==> config.mk <==
export PLATFORM = sky130hd
export DESIGN_NAME = rmp_parser
export DESIGN_NICKNAME = d
export VERILOG_FILES = /design/src/pkg/rmp_pkg.sv /design/src/rtl/rmp_parser.sv
export SDC_FILE = /design/constraint.sdc
export NUM_CORES = 1
export LEC_CHECK = 0
export ABC_AREA = 0
export BUFFER_PORTS_ARGS = -buffer_cell sky130_fd_sc_hd__buf_2
export CAP_MARGIN = 30
export CORE_MARGIN = 10
export CORE_UTILIZATION = 25
export DETAILED_ROUTE_END_ITERATION = 8
export GPL_TIMING_DRIVEN = 0
export MAX_ROUTING_LAYER = met4
export SLEW_MARGIN = 20
export SYNTH_ARGS = -nofsm -noshare
export SYNTH_HDL_FRONTEND = slang
export SYNTH_SLANG_ARGS = --single-unit
export TNS_END_PERCENT = 50
==> constraint.sdc <==
create_clock -name CLK -period 16.4 [get_ports CLK]
set_input_delay 0.82 -clock CLK [delete_from_list [all_inputs] [get_ports CLK]]
set_output_delay 0.82 -clock CLK [all_outputs]
set_load 0.01 [all_outputs]
==> src/pkg/rmp_pkg.sv <==
package rmp_pkg;

  // ----------------------------------------------------------------
  // Bus addressing
  // ----------------------------------------------------------------
  localparam logic [4:0] DEF_ADDR   = 5'h05;
  localparam logic [2:0] GRP_LISTEN = 3'h1;
  localparam logic [2:0] GRP_TALK   = 3'h2;
  localparam logic [7:0] BC_UNL     = 8'h3f;
  localparam logic [7:0] BC_UNT     = 8'h5f;
  localparam logic [7:0] BC_DCL     = 8'h14;
  localparam logic [7:0] BC_SDC     = 8'h04;

  // ----------------------------------------------------------------
  // Characters
  // ----------------------------------------------------------------
  localparam logic [7:0] CH_LF    = 8'h0a;
  localparam logic [7:0] CH_CR    = 8'h0d;
  localparam logic [7:0] CH_SP    = 8'h20;
  localparam logic [7:0] CH_SEMI  = 8'h3b;
  localparam logic [7:0] CH_COMMA = 8'h2c;
  localparam logic [7:0] CH_DQ    = 8'h22;
  localparam logic [7:0] CH_SQ    = 8'h27;
  localparam logic [7:0] CH_QM    = 8'h3f;
  localparam logic [7:0] CH_PLUS  = 8'h2b;
  localparam logic [7:0] CH_MINUS = 8'h2d;
  localparam logic [7:0] CH_DOT   = 8'h2e;
  localparam logic [7:0] CH_EXP   = 8'h45;
  localparam logic [7:0] CH_U     = 8'h55;

  // ----------------------------------------------------------------
  // Error magnitudes (reported negative)
  // ----------------------------------------------------------------
  localparam logic [7:0] ERR_SYNTAX  = 8'h66;
  localparam logic [7:0] ERR_PCOUNT  = 8'h6d;
  localparam logic [7:0] ERR_UNKNOWN = 8'h71;
  localparam logic [7:0] ERR_LOCAL   = 8'hc9;
  localparam logic [7:0] ERR_RANGE   = 8'hde;

  // ----------------------------------------------------------------
  // Mnemonics and operations
  // ----------------------------------------------------------------
  localparam logic [23:0] MN_AVL = 24'h415441;
  localparam logic [23:0] MN_DEG = 24'h415444;
  localparam logic [23:0] MN_INT = 24'h415445;
  localparam logic [23:0] MN_SER = 24'h534552;
  localparam logic [23:0] MN_ID  = 24'h004944;
  localparam logic [23:0] MN_ERR = 24'h455252;
  localparam logic [23:0] MN_LBL = 24'h4c424c;
  localparam logic [2:0]  OP_AVL = 3'h0;
  localparam logic [2:0]  OP_DEG = 3'h1;
  localparam logic [2:0]  OP_INT = 3'h2;
  localparam logic [2:0]  OP_SER = 3'h3;
  localparam logic [2:0]  OP_ID  = 3'h4;
  localparam logic [2:0]  OP_ERR = 3'h5;
  localparam logic [2:0]  OP_LBL = 3'h6;
  localparam logic [2:0]  OP_BAD = 3'h7;
  localparam logic [15:0] THR_MAX = 16'h2710;

  typedef enum logic [4:0] {
    ST_CMD  = 5'b00001,
    ST_MNEM = 5'b00010,
    ST_PARM = 5'b00100,
    ST_STR  = 5'b01000,
    ST_SKIP = 5'b10000
  } rmp_state_t;

  typedef struct packed {
    logic       atn;
    logic [7:0] data;
  } rmp_rx_t;

  typedef struct packed {
    logic [2:0]  op;
    logic [15:0] value;
    logic        flag;
    logic [63:0] text;
  } rmp_cmd_t;

endpackage

==> src/rtl/rmp_parser.sv <==
// Notes on behaviour
// - Listen and talk address is 05 unless the address switch is enabled.
// - Messages split at each semicolon into separate commands.
// - Commands are mnemonics of up to three letters, then parameters.
// - LF alone, or CR then LF, ends a message.
// - Bad syntax, unknown name, wrong count, range or context is rejected.
// - After a rejection the rest of the message is discarded.
// - A mnemonic with question mark loads a reply read when talking.
// - String parameters may be in double or single quotes.
// - Character replies are the bare ID text, without quotes.
// - Serial reply is four digits, U, five digits, in double quotes.
// - Numeric replies are signed integer, decimal or exponent form.
// - Threshold replies give enable flag, comma, then threshold value.
// - Error query returns the error register as signed integer.
// - Data is taken while listening, whoever else listens too.
// - Device clear stops gating, flushes, clears errors, sets ready.
// - Interface clear unaddresses only; parser and buffers keep state.
// - Configuration command in local mode is refused with error -201.
module rmp_parser #(
  parameter logic [35:0] SER_BCD = 36'h123456789, // Arbitrary value
  parameter logic [63:0] ID_TEXT = 64'h5453545f554e4954 // Arbitrary value
) (
  // Clock and reset
  input  wire logic             CLK,
  input  wire logic             RESET_N,
  // Bus receive side
  input  wire logic             RX_VALID,
  input  wire rmp_pkg::rmp_rx_t RX,
  // Pins
  input  wire logic             IFC_PIN,
  input  wire logic             REN_PIN,
  input  wire logic             ADDR_SEL_EN,
  input  wire logic [4:0]       ADDR_SEL,
  // Bus transmit side
  input  wire logic             TX_READY,
  output logic                  TX_VALID,
  output logic [7:0]            TX_DATA,
  output logic                  TX_LAST,
  // Status
  output logic                  LISTEN,
  output logic                  TALK,
  output logic                  REMOTE,
  output logic                  READY,
  output logic                  GATE_STOP,
  // Executed commands
  output logic                  CMD_VALID,
  output rmp_pkg::rmp_cmd_t     CMD
);

  // ----------------------------------------------------------------
  // Pin synchronisers
  // ----------------------------------------------------------------
  logic [7:0] sy1_r, sy2_r, sy3_r, pin_r;
  logic       ifc, ren, aen;
  logic [4:0] asel, my_addr;

  always_ff @(posedge CLK)
  begin
    sy1_r <= {ADDR_SEL_EN, ADDR_SEL, IFC_PIN, REN_PIN};
    sy2_r <= sy1_r;
    sy3_r <= sy2_r;
  end

  always_ff @(posedge CLK)
  begin
    if (!RESET_N)
      pin_r <= 8'h00;
    else
      pin_r <= (~(sy2_r ^ sy3_r) & sy2_r) | ((sy2_r ^ sy3_r) & pin_r);
  end

  assign aen     = pin_r[7];
  assign asel    = pin_r[6:2];
  assign ifc     = pin_r[1];
  assign ren     = pin_r[0];
  assign my_addr = aen ? asel : rmp_pkg::DEF_ADDR;

  // ----------------------------------------------------------------
  // Bus addressing and clears
  // ----------------------------------------------------------------
  logic listen_r, talk_r, rem_r, gstop_r, bcmd, clr, lag;

  assign bcmd = RX_VALID && RX.atn;
  assign lag  = RX.data == {rmp_pkg::GRP_LISTEN, my_addr};
  assign clr  = bcmd && (RX.data == rmp_pkg::BC_DCL
              || (RX.data == rmp_pkg::BC_SDC && listen_r));

  always_ff @(posedge CLK)
  begin
    if (!RESET_N || ifc)
    begin
      listen_r <= 1'b0;
      talk_r   <= 1'b0;
    end
    else if (bcmd)
    begin
      if (RX.data == rmp_pkg::BC_UNL)
        listen_r <= 1'b0;
      else if (RX.data == rmp_pkg::BC_UNT)
        talk_r <= 1'b0;
      else if (lag)
        listen_r <= 1'b1;
      else if (RX.data[7:5] == rmp_pkg::GRP_TALK)
        talk_r <= RX.data[4:0] == my_addr;
    end
  end

  always_ff @(posedge CLK)
  begin
    if (!RESET_N || !ren)
      rem_r <= 1'b0;
    else if (bcmd && lag)
      rem_r <= 1'b1;
  end

  always_ff @(posedge CLK)
  begin
    gstop_r <= RESET_N && clr;
  end

  // ----------------------------------------------------------------
  // Character classes
  // ----------------------------------------------------------------
  logic [7:0]  ch;
  logic        dat, is_let, is_dig, is_sp, is_term;
  logic [19:0] acc10;

  assign ch      = RX.data;
  assign dat     = RX_VALID && !RX.atn && listen_r && !ifc;
  assign is_let  = (ch >= 8'h41 && ch <= 8'h5a) || (ch >= 8'h61 && ch <= 8'h7a);
  assign is_dig  = ch >= 8'h30 && ch <= 8'h39;
  assign is_sp   = ch == rmp_pkg::CH_SP || ch == rmp_pkg::CH_CR;
  assign is_term = ch == rmp_pkg::CH_SEMI || ch == rmp_pkg::CH_LF;

  // ----------------------------------------------------------------
  // Parser state
  // ----------------------------------------------------------------
  rmp_pkg::rmp_state_t st_r;
  logic [23:0] mn_r;
  logic [1:0]  nl_r, nc_r;
  logic [15:0] val_r, p0_r;
  logic [63:0] txt_r;
  logic [7:0]  qc_r;
  logic        qry_r, hp_r, ovf_r, bad_r, str_r;
  logic [7:0]  err_c;

  assign acc10 = {1'b0, val_r, 3'h0} + {3'h0, val_r, 1'b0} + {16'h0, ch[3:0]};

  always_ff @(posedge CLK)
  begin
    if (!RESET_N || clr)
    begin
      st_r  <= rmp_pkg::ST_CMD;
      mn_r  <= 24'h000000;
      nl_r  <= 2'h0;
      nc_r  <= 2'h0;
      val_r <= 16'h0000;
      p0_r  <= 16'h0000;
      txt_r <= 64'h0;
      qc_r  <= 8'h00;
      qry_r <= 1'b0;
      hp_r  <= 1'b0;
      ovf_r <= 1'b0;
      bad_r <= 1'b0;
      str_r <= 1'b0;
    end
    else if (dat)
    begin
      unique case (st_r)
        rmp_pkg::ST_CMD:
          if (is_let)
          begin
            mn_r  <= {16'h0000, ch};
            nl_r  <= 2'h1;
            nc_r  <= 2'h0;
            val_r <= 16'h0000;
            p0_r  <= 16'h0000;
            txt_r <= 64'h0;
            qry_r <= 1'b0;
            hp_r  <= 1'b0;
            ovf_r <= 1'b0;
            bad_r <= 1'b0;
            str_r <= 1'b0;
            st_r  <= rmp_pkg::ST_MNEM;
          end
          else if (!(is_sp || is_term))
            st_r <= rmp_pkg::ST_SKIP;
        rmp_pkg::ST_MNEM, rmp_pkg::ST_PARM:
          if (is_term)
            st_r <= (err_c != 8'h00 && ch != rmp_pkg::CH_LF)
                  ? rmp_pkg::ST_SKIP : rmp_pkg::ST_CMD;
          else if (st_r == rmp_pkg::ST_MNEM && is_let)
          begin
            mn_r <= {mn_r[15:0], ch};
            nl_r <= nl_r + 2'h1;
            if (nl_r == 2'h3 || qry_r)
              bad_r <= 1'b1;
          end
          else if (st_r == rmp_pkg::ST_MNEM && ch == rmp_pkg::CH_QM)
          begin
            qry_r <= 1'b1;
            bad_r <= bad_r | qry_r;
          end
          else
          begin
            st_r <= rmp_pkg::ST_PARM;
            if (is_dig)
            begin
              val_r <= acc10[15:0];
              ovf_r <= ovf_r | (acc10[19:16] != 4'h0);
              hp_r  <= 1'b1;
            end
            else if (ch == rmp_pkg::CH_COMMA)
            begin
              p0_r  <= val_r;
              val_r <= 16'h0000;
              nc_r  <= (nc_r == 2'h3) ? nc_r : nc_r + 2'h1;
              hp_r  <= 1'b1;
            end
            else if (ch == rmp_pkg::CH_DQ || ch == rmp_pkg::CH_SQ)
            begin
              qc_r  <= ch;
              str_r <= 1'b1;
              hp_r  <= 1'b1;
              st_r  <= rmp_pkg::ST_STR;
            end
            else if (!is_sp)
              bad_r <= 1'b1;
          end
        rmp_pkg::ST_STR:
          if (ch == qc_r)
            st_r <= rmp_pkg::ST_PARM;
          else if (ch == rmp_pkg::CH_LF)
            st_r <= rmp_pkg::ST_CMD;
          else
            txt_r <= {txt_r[55:0], ch};
        rmp_pkg::ST_SKIP:
          if (ch == rmp_pkg::CH_LF)
            st_r <= rmp_pkg::ST_CMD;
      endcase
    end
  end

  // ----------------------------------------------------------------
  // Command check
  // ----------------------------------------------------------------
  logic [2:0] op;
  logic [7:0] rej_code;
  logic       fin, lead_bad, rej, acc;

  always_comb
  begin
    unique case (mn_r)
      rmp_pkg::MN_AVL: op = rmp_pkg::OP_AVL;
      rmp_pkg::MN_DEG: op = rmp_pkg::OP_DEG;
      rmp_pkg::MN_INT: op = rmp_pkg::OP_INT;
      rmp_pkg::MN_SER: op = rmp_pkg::OP_SER;
      rmp_pkg::MN_ID:  op = rmp_pkg::OP_ID;
      rmp_pkg::MN_ERR: op = rmp_pkg::OP_ERR;
      rmp_pkg::MN_LBL: op = rmp_pkg::OP_LBL;
      default:         op = rmp_pkg::OP_BAD;
    endcase
  end

  always_comb
  begin
    err_c = 8'h00;
    if (bad_r)
      err_c = rmp_pkg::ERR_SYNTAX;
    else if (op == rmp_pkg::OP_BAD || (qry_r && op == rmp_pkg::OP_LBL)
             || (!qry_r && op >= rmp_pkg::OP_SER && op <= rmp_pkg::OP_ERR))
      err_c = rmp_pkg::ERR_UNKNOWN;
    else if (qry_r)
      err_c = hp_r ? rmp_pkg::ERR_PCOUNT : 8'h00;
    else if (op == rmp_pkg::OP_LBL)
      err_c = (!str_r || nc_r != 2'h0) ? rmp_pkg::ERR_PCOUNT
            : (rem_r ? 8'h00 : rmp_pkg::ERR_LOCAL);
    else if (!hp_r || nc_r != 2'h1 || str_r)
      err_c = rmp_pkg::ERR_PCOUNT;
    else if (ovf_r || p0_r > 16'h0001 || val_r > rmp_pkg::THR_MAX)
      err_c = rmp_pkg::ERR_RANGE;
    else if (!rem_r)
      err_c = rmp_pkg::ERR_LOCAL;
  end

  assign fin = dat && is_term
            && (st_r == rmp_pkg::ST_MNEM || st_r == rmp_pkg::ST_PARM);
  assign lead_bad = dat && ch != rmp_pkg::CH_SEMI && ((st_r == rmp_pkg::ST_CMD
            && !(is_let || is_sp || is_term))
            || (st_r == rmp_pkg::ST_STR && ch == rmp_pkg::CH_LF));
  assign rej      = (fin && err_c != 8'h00) || lead_bad;
  assign rej_code = lead_bad ? rmp_pkg::ERR_SYNTAX : err_c;
  assign acc      = fin && err_c == 8'h00;

  // ----------------------------------------------------------------
  // Error register and ready
  // ----------------------------------------------------------------
  logic [7:0] err_r;
  logic       ready_r;

  always_ff @(posedge CLK)
  begin
    if (!RESET_N || clr)
      err_r <= 8'h00;
    else if (rej)
      err_r <= rej_code;
  end

  always_ff @(posedge CLK)
  begin
    if (!RESET_N || clr)
      ready_r <= 1'b1;
    else if (dat)
      ready_r <= ch == rmp_pkg::CH_LF;
  end

  // ----------------------------------------------------------------
  // Execution
  // ----------------------------------------------------------------
  logic [15:0]       thr_v_r [0:2];
  logic [2:0]        thr_f_r, qs_r;
  logic              cmd_v_r, qx_r;
  rmp_pkg::rmp_cmd_t cmd_r;

  always_ff @(posedge CLK)
  begin
    if (!RESET_N)
    begin
      thr_f_r    <= 3'h0;
      thr_v_r[0] <= 16'h0000;
      thr_v_r[1] <= 16'h0000;
      thr_v_r[2] <= 16'h0000;
    end
    else if (acc && !qry_r && op <= rmp_pkg::OP_INT)
    begin
      thr_f_r[op[1:0]] <= p0_r[0];
      thr_v_r[op[1:0]] <= val_r;
    end
  end

  always_ff @(posedge CLK)
  begin
    if (!RESET_N || clr)
    begin
      cmd_v_r <= 1'b0;
      cmd_r   <= '0;
      qx_r    <= 1'b0;
      qs_r    <= 3'h0;
    end
    else
    begin
      cmd_v_r <= acc && !qry_r;
      qx_r    <= acc && qry_r;
      if (acc)
      begin
        cmd_r <= '{op: op, value: val_r, flag: p0_r[0], text: txt_r};
        qs_r  <= op;
      end
    end
  end

  // ----------------------------------------------------------------
  // Reply formatting and output
  // ----------------------------------------------------------------
  function automatic logic [19:0] to_bcd(input logic [15:0] b);
    logic [35:0] s;
    s = {20'h0, b};
    for (int i = 0; i < 16; i++)
    begin
      for (int j = 0; j < 5; j++)
        if (s[16 + 4 * j +: 4] > 4'h4)
          s[16 + 4 * j +: 4] = s[16 + 4 * j +: 4] + 4'h3;
      s = {s[34:0], 1'b0};
    end
    return s[35:16];
  endfunction

  function automatic logic [7:0] asc(input logic [3:0] d);
    return {4'h3, d};
  endfunction

  logic [127:0] rsh_r;
  logic [4:0]   rlen_r;
  logic [19:0]  d;
  logic [7:0]   fc, sg;
  logic         fire;

  assign d    = to_bcd(qs_r <= rmp_pkg::OP_INT ? thr_v_r[qs_r[1:0]]
                                              : {8'h00, err_r});
  assign fc   = {7'h18, thr_f_r[qs_r[1:0]]};
  assign sg   = err_r == 8'h00 ? rmp_pkg::CH_PLUS : rmp_pkg::CH_MINUS;
  assign fire = TX_VALID && TX_READY;

  always_ff @(posedge CLK)
  begin
    if (!RESET_N || clr)
    begin
      rsh_r  <= 128'h0;
      rlen_r <= 5'h00;
    end
    else if (qx_r)
    begin
      unique case (qs_r)
        rmp_pkg::OP_AVL, rmp_pkg::OP_DEG:
        begin
          rsh_r  <= {fc, rmp_pkg::CH_COMMA, asc(d[19:16]), asc(d[15:12]),
                     asc(d[11:8]), rmp_pkg::CH_DOT, asc(d[7:4]),
                     asc(d[3:0]), rmp_pkg::CH_LF, 56'h0};
          rlen_r <= 5'h09;
        end
        rmp_pkg::OP_INT:
        begin
          rsh_r  <= {fc, rmp_pkg::CH_COMMA, asc(d[19:16]), rmp_pkg::CH_DOT,
                     asc(d[15:12]), asc(d[11:8]), asc(d[7:4]), asc(d[3:0]),
                     rmp_pkg::CH_EXP, asc(4'h4), rmp_pkg::CH_LF, 40'h0};
          rlen_r <= 5'h0b;
        end
        rmp_pkg::OP_SER:
        begin
          rsh_r  <= {rmp_pkg::CH_DQ, asc(SER_BCD[35:32]),
                     asc(SER_BCD[31:28]), asc(SER_BCD[27:24]),
                     asc(SER_BCD[23:20]), rmp_pkg::CH_U,
                     asc(SER_BCD[19:16]), asc(SER_BCD[15:12]),
                     asc(SER_BCD[11:8]), asc(SER_BCD[7:4]),
                     asc(SER_BCD[3:0]), rmp_pkg::CH_DQ, rmp_pkg::CH_LF,
                     24'h0};
          rlen_r <= 5'h0d;
        end
        rmp_pkg::OP_ID:
        begin
          rsh_r  <= {ID_TEXT, rmp_pkg::CH_LF, 56'h0};
          rlen_r <= 5'h09;
        end
        default:
        begin
          rsh_r  <= {sg, asc(d[11:8]), asc(d[7:4]), asc(d[3:0]),
                     rmp_pkg::CH_LF, 88'h0};
          rlen_r <= 5'h05;
        end
      endcase
    end
    else if (fire)
    begin
      rsh_r  <= {rsh_r[119:0], 8'h00};
      rlen_r <= rlen_r - 5'h01;
    end
  end

  // Interface clear must not drain the pending reply
  assign TX_VALID  = talk_r && !ifc && rlen_r != 5'h00;
  assign TX_DATA   = rsh_r[127:120];
  assign TX_LAST   = rlen_r == 5'h01;
  assign LISTEN    = listen_r;
  assign TALK      = talk_r;
  assign REMOTE    = rem_r;
  assign READY     = ready_r;
  assign GATE_STOP = gstop_r;
  assign CMD_VALID = cmd_v_r;
  assign CMD       = cmd_r;

  // ----------------------------------------------------------------
  // Checks
  // ----------------------------------------------------------------
  AST_ADDR: assert property (@(posedge CLK) disable iff (!RESET_N)
    bcmd && !ifc && !aen && RX.data == 8'h25 |=> LISTEN)
    else $error("default listen address not taken");
  AST_SPLIT: assert property (@(posedge CLK) disable iff (!RESET_N)
    fin && acc && !qry_r && ch == rmp_pkg::CH_SEMI
    |=> CMD_VALID && st_r == rmp_pkg::ST_CMD)
    else $error("semicolon did not execute command");
  AST_TERM: assert property (@(posedge CLK) disable iff (!RESET_N)
    dat && ch == rmp_pkg::CH_LF && !clr |=> READY && st_r == rmp_pkg::ST_CMD)
    else $error("linefeed did not end message");
  AST_REJ: assert property (@(posedge CLK) disable iff (!RESET_N)
    rej && !clr |=> err_r != 8'h00 && err_r == $past(rej_code) && !CMD_VALID)
    else $error("rejection not recorded");
  AST_SKIP: assert property (@(posedge CLK) disable iff (!RESET_N)
    st_r == rmp_pkg::ST_SKIP && !(dat && ch == rmp_pkg::CH_LF)
    |=> !CMD_VALID ##1 !CMD_VALID)
    else $error("command executed after rejection");
  AST_LOCAL: assert property (@(posedge CLK) disable iff (!RESET_N)
    fin && !bad_r && !qry_r && !rem_r && op <= rmp_pkg::OP_INT && hp_r
    && nc_r == 2'h1 && !str_r && !ovf_r && p0_r <= 16'h0001
    && val_r <= rmp_pkg::THR_MAX |=> err_r == rmp_pkg::ERR_LOCAL)
    else $error("local mode change not refused");
  AST_CLR: assert property (@(posedge CLK) disable iff (!RESET_N)
    clr |=> READY && err_r == 8'h00 && GATE_STOP && !TX_VALID
    && st_r == rmp_pkg::ST_CMD)
    else $error("device clear incomplete");
  AST_IFC: assert property (@(posedge CLK) disable iff (!RESET_N)
    ifc && !clr |=> !LISTEN && !TALK && st_r == $past(st_r)
    && rlen_r == $past(rlen_r))
    else $error("interface clear disturbed parser");
  AST_QRY: assert property (@(posedge CLK) disable iff (!RESET_N)
    acc && qry_r && !clr |=> qx_r ##1 rlen_r != 5'h00)
    else $error("query reply not prepared");

endmodule

==> run metrics, run 1 <==
height of the die=320 microns; crit end category=flop; CTS tree=done; final worst slack=1.49 ns; GRT Overall Usage=12.9%; Clock transition at path regs=0.06 ns; Die Wd=320 microns; Via-to-Cell Ratio=5.01; final hold vios=0; Layout fillers=9654; outcome=completed; Root Driver=clkbuf_16; most instantiated cells after synthesis=468 x nand2_1, 354 x dfxtp_1, 317 x a21oi_1, 213 x nor2_1, 151 x nand3_1; crit path max fanout=10; Placer Congestion=0.917; Hold WS=0.326 ns; yosys warns=0; vias in the first global route=19700; antenna-violating nets left=0; Slew Viols, Final=0; setup TNS=0 ns; largest net degree at the start of global routing=17; CP Class=flop to flop; Worst Setup Start Kind=flop; wirelength, routed=67500 microns; final period utilization=90.9%; Crit path top cell by count=ha_1; Die ar.=103000 sq um; first-pass GRT wire length=107000 microns; Worst Path Required=16.91 ns; DRC viols=0; f_max=67.1 MHz; asr flop ratio synth=0%; Slew @ Worst Pin=0.975 ns; # setup viols final=0; Initial DRC Count=1705; # IOs=121; worst-skew pair later-pin latency=0.59 ns; Cell Area, Synth=22500 sq um; CP Data Arrival Time=15.43 ns; H-tree levels=2; WL per Instance=16.3 microns; grt ovf=0; Max clock buf depth=3; area growth from synthesis to layout=17.2%; Most used DFF post-synth=dfxtp_1; Fin Clk Skew=0.0311 ns; DP Wirelength=49800 microns; maxcap violations=0; dominant cell type by area after synthesis=dfxtp_1; Buffers on Ports=117; RSZ-0062 raised after global routing=no; DRT Pass-1 Iters=6; Post-Syn Area per Cell=8.19 sq um; share of cells above drive strength 1=10.5%; number of synthesized register bits=418; Mapped Cells=2749; CTS Sinks=418; Setup WS pre-CTS=0.493 ns; starting density of the core=25.1%; DR vias=20800; post-layout min period=14.91 ns; sequential share of the synthesized area=40.0%; R2R Setup Slk=1.49 ns; core area=89700 sq um; Distinct cells, synth=108; Synth area leaders=dfxtp_1 31%, edfxtp_1 8.5%, nand2_1 7.8%; most frequent cell after synthesis=nand2_1; number of antenna violations at the first check in global routing=5; worst min-delay path class=flop to flop; Crit-path slowest cell=mux2_2; Cell Rows=110; Relative slew margins=34.5%; Synth top area share=31.5%; Post-synth EDFFs=64; nets@finish=3036; cts bufs inserted=44; slowest cell delay on critical path=0.43 ns
worst max-delay path: cells and delay by family (launching register included):
| kind | cells | cell delay [ns] |
|---|---|---|
| compound gates | 19 | 4.28 |
| xor+xnor | 9 | 1.96 |
| fa+ha+maj | 12 | 3.17 |
| buf+inv | 10 | 2.05 |
| flops | 1 | 0.32 |
| mux | 2 | 0.70 |
| simple gates | 13 | 2.35 |
sequential cells by signal, indices dropped and copies added (netlist names), 3 cells and up, named ones only:
register and flops:
CMD 84, err_r 8, mn_r 24, p0_r 16, qc_r 8, rlen_r 5
rsh_r 71, st_r 5, sy1_r 8, sy2_r 8, sy3_r 8, thr_f_r 3
thr_v_r 64, txt_r 64, val_r 16
cell usage in the layout (no fill, tap or decap), drive strengths merged, types with 11 or more instances in the layout:
master / n
a21oi: 318
buf: 154
nand3: 151
conb: 23
or3: 18
nor2: 214
o21ai: 103
mux2i: 61
nand2b: 25
xnor2: 34
dfxtp: 354
edfxtp: 64
nand2: 470
a211oi: 20
and3: 16
nor3b: 12
mux4: 15
nand4: 17
a21o: 19
o211ai: 22
a31oi: 40
clkbuf: 207
mux2: 23
a22oi: 22
nor3: 58
ha: 77
o21a: 11
or2: 12
o22ai: 12
nor4: 38
o21bai: 19
inv: 64
and2: 63
xor2: 22
final cells by class:
cell class | instances | area, sq um | area share, %
plain buffers | 179 | 736 | 2.79
repair buffers | 121 | 631 | 2.39
well taps | 1176 | 1470 | 5.57
multi-input cells | 2110 | 12700 | 48.1
clock buffers | 61 | 1280 | 4.83
flip-flops and latches | 418 | 9010 | 34.1
inverters | 62 | 238 | 0.900
clock inverters | 20 | 340 | 1.29
diodes | 4 | 10.0 | 0.0379
worst paths after layout:
path	cells past startpoint	to	from
min reg2reg	0	sy2_r[3]$_DFF_P_	sy1_r[3]$_DFF_P_
max reg2reg	65	rsh_r[66]$_SDFFE_PP0P_	CMD[82]$_SDFFE_PP0P_
min	0	sy2_r[3]$_DFF_P_	sy1_r[3]$_DFF_P_
max	65	rsh_r[66]$_SDFFE_PP0P_	CMD[82]$_SDFFE_PP0P_
kinds of logic after synthesis:
group / synth area share, %
mux: 5.38
fa+ha+maj: 4.59
flops: 40.0
other cells: 0.0166
buf+inv: 4.34
compound gates: 19.9
xor+xnor: 2.18
simple gates: 23.6
per-layer routing:
layer | share of wire [%] | wire length, microns | track usage (%) | vias up
met5 | 0 | 0 | - | -
met3 | 6.3 | 4260 | 2.26 | 110
met4 | 2.3 | 1560 | 3.49 | 0
li1 | - | - | - | 10200
met2 | 47 | 31600 | 21.3 | 614
met1 | 45 | 30100 | 16.2 | 9825
through the flow:
step	cells	cell area [sq um]	utilization, %
final	4151	26400	29.4
after CTS	4149	26300	29.4
after global routing	4150	26400	29.4
after global placement	4064	24700	27.5
after floorplan	2771	22600	-
after detailed placement	4068	24700	27.6
repair_timing:
action	4_1_cts	5_1_grt
endpoints found under the setup margin	0	27
endpoints found under the hold margin	0	0
resized for setup	0	15
setup buffers	0	0
hold buffers	0	0
Power of run 1 is left out: the tool's default activity adds up to more than one toggle a clock period on the data nets, which glitch-free logic cannot reach.
==> run 2, diff against run 1 <==
Settings changed: ABC_CLOCK_PERIOD_IN_PS set to 16400, CORE_UTILIZATION 25 to 35.
==> run 2 against run 1 <==
  * Worst hold slack got worse by 0.0061 ns
  * Register-to-register slack better by 0.06 ns
  * Clock skew up 0.0082 ns
  * Die area down 27%
  * Fmax rose by 0.37%
  * Count of clock-buffer cells in the layout is 4 higher
  * Non-clock buffer count is the same
  * Critical path depth up 2
==> run metrics, run 2 (synthesis results as in run 1) <==
outcome=completed; setup TNS=0 ns (unchanged); Crit-path slowest cell=mux4_2; DP Wirelength=47100 microns (-5.4%); Slew @ Worst Pin=1.00 ns (+0.0280 ns); Initial DRC Count=1296 (-24%); # IOs=121 (unchanged); DRC viols=0 (unchanged); Hold WS=0.320 ns (-0.00605 ns); WL per Instance=16.9 microns (+3.9%); height of the die=274 microns (-15%); first-pass GRT wire length=104000 microns (-2.9%); GRT Overall Usage=17.1% (+4.2 points); Root Driver=clkbuf_16; crit path max fanout=10 (unchanged); DR vias=20400 (-1.8%); Placer Congestion=0.920 (+0.33%); maxcap violations=0 (unchanged); grt ovf=0 (unchanged); crit end category=flop; final hold vios=0 (unchanged); slowest cell delay on critical path=0.52 ns (+0.09 ns); area growth from synthesis to layout=14.7%; antenna-violating nets left=0 (unchanged); nets@finish=3035 (-0.033%); share of cells above drive strength 1=10.4% (-0.057 points); Die ar.=74900 sq um (-27%); f_max=67.3 MHz (+0.37%); cts bufs inserted=43 (-2.3%); H-tree levels=2 (unchanged); CP Class=flop to flop; hold_sp=IFC_PIN; Clock transition at path regs=0.06 ns (about the same); Max clock buf depth=3 (unchanged); final period utilization=90.6% (-0.34 points); hold endpoint=sy1_r[1]$_DFF_P_; # setup viols final=0 (unchanged); Worst Hold Depth=1 (+1); Fin Clk Skew=0.0393 ns (+0.00821 ns); worst min-delay path class=input pin to flop; Via-to-Cell Ratio=5.35 (+6.8%); Relative slew margins=33.1% (-1.4 points); depth of the most critical reg-to-reg path=67 (+3.1%); max reg flops=84 (unchanged); end of the worst register-to-register path=rsh_r[106]$_SDFFE_PP0P_; RSZ-0062 raised after global routing=no; starting density of the core=35.5% (+10 points); Worst Path Required=16.90 ns (about the same); final worst slack=1.54 ns (+0.0554 ns); largest net degree at the start of global routing=17 (unchanged); most common cell after layout, fill and taps aside=nand2_1; most frequent cells in the layout=468 x nand2_1, 354 x dfxtp_1, 317 x a21oi_1, 211 x nor2_1, 154 x clkbuf_1; post-layout min period=14.86 ns (-0.0554 ns); CTS tree=done; Die Wd=274 microns (-15%); DRT Pass-1 Iters=5 (-1); Worst Setup Start Kind=flop; wirelength, routed=64500 microns (-4.4%); R2R Setup Slk=1.54 ns (+0.06 ns); core area=63400 sq um (-29%); Crit path top cell by count=ha_1; fin util=40.8% (+11 points); vias in the first global route=19300 (-2.3%); CTS Sinks=418 (unchanged); worst-skew pair later-pin latency=0.60 ns (about the same); number of antenna violations at the first check in global routing=2 (-3); CP Data Arrival Time=15.36 ns (-0.07 ns); Cell Rows=92 (-16%); Setup WS pre-CTS=0.134 ns (-0.359 ns); Buffers on Ports=117 (unchanged); Slew Viols, Final=0 (unchanged)
## run 2: cell types whose count changed in the layout (fill, tap and decap cells not counted), moves of 2 or more
cell	previous run	this run
diode_2	4	2
bufinv_16	8	3
clkbuf_8	9	11
clkbuf_1	152	154
## run 2: how the worst max path moves through the flow
stage                         start                      end
6_report                       flop  rsh_r[106]$_SDFFE_PP0P_
5_1_grt                        flop   rsh_r[99]$_SDFFE_PP0P_
4_1_cts        CMD[82]$_SDFFE_PP0P_  rsh_r[106]$_SDFFE_PP0P_
3_5_place_dp   CMD[82]$_SDFFE_PP0P_  rsh_r[106]$_SDFFE_PP0P_
3_3_place_gp   CMD[82]$_SDFFE_PP0P_  rsh_r[106]$_SDFFE_PP0P_
2_1_floorplan                  flop   rsh_r[66]$_SDFFE_PP0P_
## run 2: layout make-up
class	instances	area (sq um)
Fill cell	6471	37600
Multi-Input combinational cell	2110	12700
Sequential cell	418	9010
Clock buffer	65	1290
Tap cell	846	1060
Buffer	179	739
Timing Repair Buffer	121	617
Inverter	62	238
Clock inverter	13	184
Antenna cell	2	5.00
## run 2: repair_timing
| item | 4_1_cts | 5_1_grt |
|---|---|---|
| hold endpoints to repair | 0 | 0 |
| resized for setup | 0 | 22 |
| hold buffers | 0 | 0 |
| setup buffers | 0 | 2 |
| endpoints found under the setup margin | 0 | 27 |
## run 2: worst max-delay path, delay by kind of cell (launching register included)
kind | cells | cell delay (ns)
buffers and inverters | 13 | 1.86
muxes | 5 | 1.94
AOI/OAI and AO/OA | 19 | 4.42
adders and majority gates | 12 | 3.06
and+or+nand+nor | 11 | 1.76
xor gates and xnor gates | 7 | 1.42
DFF | 1 | 0.32
## run 2: through the flow
step | instances | cell area [sq um]
5_1_grt | 3816 | 25800
3_3_place_gp | 3734 | 24300
2_1_floorplan | 2771 | 22600
4_1_cts | 3814 | 25800
6_report | 3816 | 25800
3_5_place_dp | 3736 | 24300
## run 2: routing by layer
metal	GRT usage, %	vias up	share of wire (%)	routed length [microns]
li1	-	10200	-	-
met1	21.8	9552	45	29200
met2	28.0	526	47	30500
met3	2.52	97	5.3	3400
met4	4.67	0	2.2	1400
met5	-	-	0	0
Power of run 2 is left out for the same reason.
==> run 3, diff against run 2 <==
Settings changed: ABC_AREA 0 to unset, PLACE_DENSITY set to 0.58.
==> run 3 against run 2 <==
  * Count of clock-buffer cells in the layout is 2 higher
  * Design area about the same
  * Sequential share of layout area barely moved
  * Routed wire length rose by 1.2%
  * Core utilization barely moved
  * Critical endpoint unchanged
  * Sequential cell count unchanged
  * Highest routed layer unchanged
  * Worst hold slack better by 0.0060 ns
  * Critical path depth grew 1
==> run metrics, run 3 (synthesis results as in run 1) <==
Die ar.=74900 sq um (unchanged); height of the die=274 microns (unchanged); area growth from synthesis to layout=14.6% (about the same); R2R Setup Slk=1.42 ns (-0.12 ns); largest net degree at the start of global routing=17 (unchanged); Post-CTS Hold Buffers=0 (unchanged); Worst Hold Depth=0 (-1); core area=63400 sq um (unchanged); Fin Clk Skew=0.0298 ns (-0.00947 ns); DR vias=20400 (-0.088%); H-tree levels=2 (unchanged); # IOs=121 (unchanged); maxcap violations=0 (unchanged); Crit path top cell by count=ha_1; number of antenna violations at the first check in global routing=2 (unchanged); CP Data Arrival Time=15.47 ns (+0.11 ns); wirelength, routed=65200 microns (+1.2%); Max clock buf depth=3 (unchanged); Setup WS pre-CTS=0.269 ns (+0.135 ns); CTS tree=done; Slew Viols, Final=0 (unchanged); Cell Rows=92 (unchanged); Crit-path slowest cell=mux4_2; Initial DRC Count=1590 (+23%); Slew @ Worst Pin=0.929 ns (-0.0737 ns); grt ovf=0 (unchanged); Worst Path Required=16.89 ns (about the same); most common cell after layout, fill and taps aside=nand2_1; worst min-delay path class=flop to flop; antenna-violating nets left=0 (unchanged); Relative slew margins=37.6% (+4.4 points); most frequent cells in the layout=468 x nand2_1, 354 x dfxtp_1, 317 x a21oi_1, 211 x nor2_1, 154 x clkbuf_1; outcome=completed; worst-skew pair later-pin latency=0.59 ns (about the same); WL per Instance=17.1 microns (+1.1%); depth of the most critical reg-to-reg path=68 (+1.5%); Clock transition at path regs=0.06 ns (about the same); hold_sp=sy1_r[3]$_DFF_P_; final period utilization=91.3% (+0.74 points); nets@finish=3036 (+0.033%); vias in the first global route=19700 (+2.3%); final hold vios=0 (unchanged); slowest cell delay on critical path=0.52 ns (about the same); Hold WS=0.326 ns (+0.00598 ns); hold endpoint=sy2_r[3]$_DFF_P_; CP Class=flop to flop; starting density of the core=35.5% (unchanged); GRT Overall Usage=17.3% (+0.14 points); f_max=66.8 MHz (-0.81%); share of cells above drive strength 1=10.4% (-0.041 points); Die Wd=274 microns (unchanged); final worst slack=1.42 ns (-0.121 ns); post-layout min period=14.98 ns (+0.121 ns); Placer Congestion=0.915 (-0.61%); DP Wirelength=47400 microns (+0.73%); Worst Setup Start Kind=flop; Root Driver=clkbuf_16; Buffers on Ports=117 (unchanged); end of the worst register-to-register path=rsh_r[106]$_SDFFE_PP0P_; DRT Pass-1 Iters=5 (unchanged); DRC viols=0 (unchanged); first-pass GRT wire length=105000 microns (+0.89%); max reg flops=84 (unchanged); crit path max fanout=10 (unchanged); setup TNS=0 ns (unchanged); postcts setup bufs=0 (unchanged); Via-to-Cell Ratio=5.34 (-0.14%); Layout fillers=6459 (-0.19%); CTS Sinks=418 (unchanged); crit end category=flop; cts bufs inserted=44 (+2.3%); # setup viols final=0 (unchanged)
run 3: changes by cell type in the layout (fill, tap and decap cells not counted), moves of 2 or more:
cell	before	now
buf_2	125	127
buf_4	10	8
bufinv_16	3	1
clkbuf_8	11	13
clkinvlp_4	0	2
run 3: how the worst max path moves through the flow:
stage | to | slack, ns | cells after the start
after CTS | rsh_r[106]$_SDFFE_PP0P_ | 0.17 | 66
after global placement | rsh_r[106]$_SDFFE_PP0P_ | 0.29 | 66
final | rsh_r[106]$_SDFFE_PP0P_ | 1.42 | 68
after detailed placement | rsh_r[106]$_SDFFE_PP0P_ | 0.27 | 66
after global routing | rsh_r[66]$_SDFFE_PP0P_ | -0.01 | 69
after floorplan | rsh_r[66]$_SDFFE_PP0P_ | 2.92 | 67
run 3: area by class of cell:
type	instances	area, sq um	share of cell area, %
multi-input combinational	2110	12700	49.1
sequential	418	9010	34.9
clock buffer	67	1340	5.18
tap	846	1060	4.10
buffer	180	741	2.87
timing repair buffer	120	609	2.36
inverter	62	238	0.921
clock inverter	13	138	0.533
antenna	2	5.00	0.0194
run 3: critical path: cells and delay by family (launching register included):
kind                     cells  cell delay [ns]
AO/OA/AOI/OAI               19             4.34
adder cells (fa/ha/maj)     12             2.91
buffers and inverters       14             2.07
multiplexers                 5             1.97
AND/OR/NAND/NOR             11             1.73
XOR/XNOR                     7             1.45
flip-flops                   1             0.36
run 3: timing repair:
| item | CTS | global route |
|---|---|---|
| resized for setup | 0 | 19 |
| endpoints found under the setup margin | 0 | 27 |
| hold endpoints to repair | 0 | 0 |
run 3: routing by layer:
| metal | share of wire [%] | global-route usage (%) |
|---|---|---|
| met2 | 47 | 28.5 |
| met3 | 4.7 | 2.44 |
| met1 | 47 | 22.1 |
| met4 | 1.8 | 3.81 |
| met5 | 0 | - |
run 3: through the flow:
| stage | std cells | cell area [sq um] | utilization (%) |
|---|---|---|---|
| after CTS | 3816 | 25800 | 40.6 |
| after floorplan | 2771 | 22600 | - |
| after detailed placement | 3736 | 24300 | 38.3 |
| after global placement | 3734 | 24300 | 38.2 |
| final | 3818 | 25800 | 40.7 |
| after global routing | 3818 | 25800 | 40.7 |
Power of run 3 is left out for the same reason.
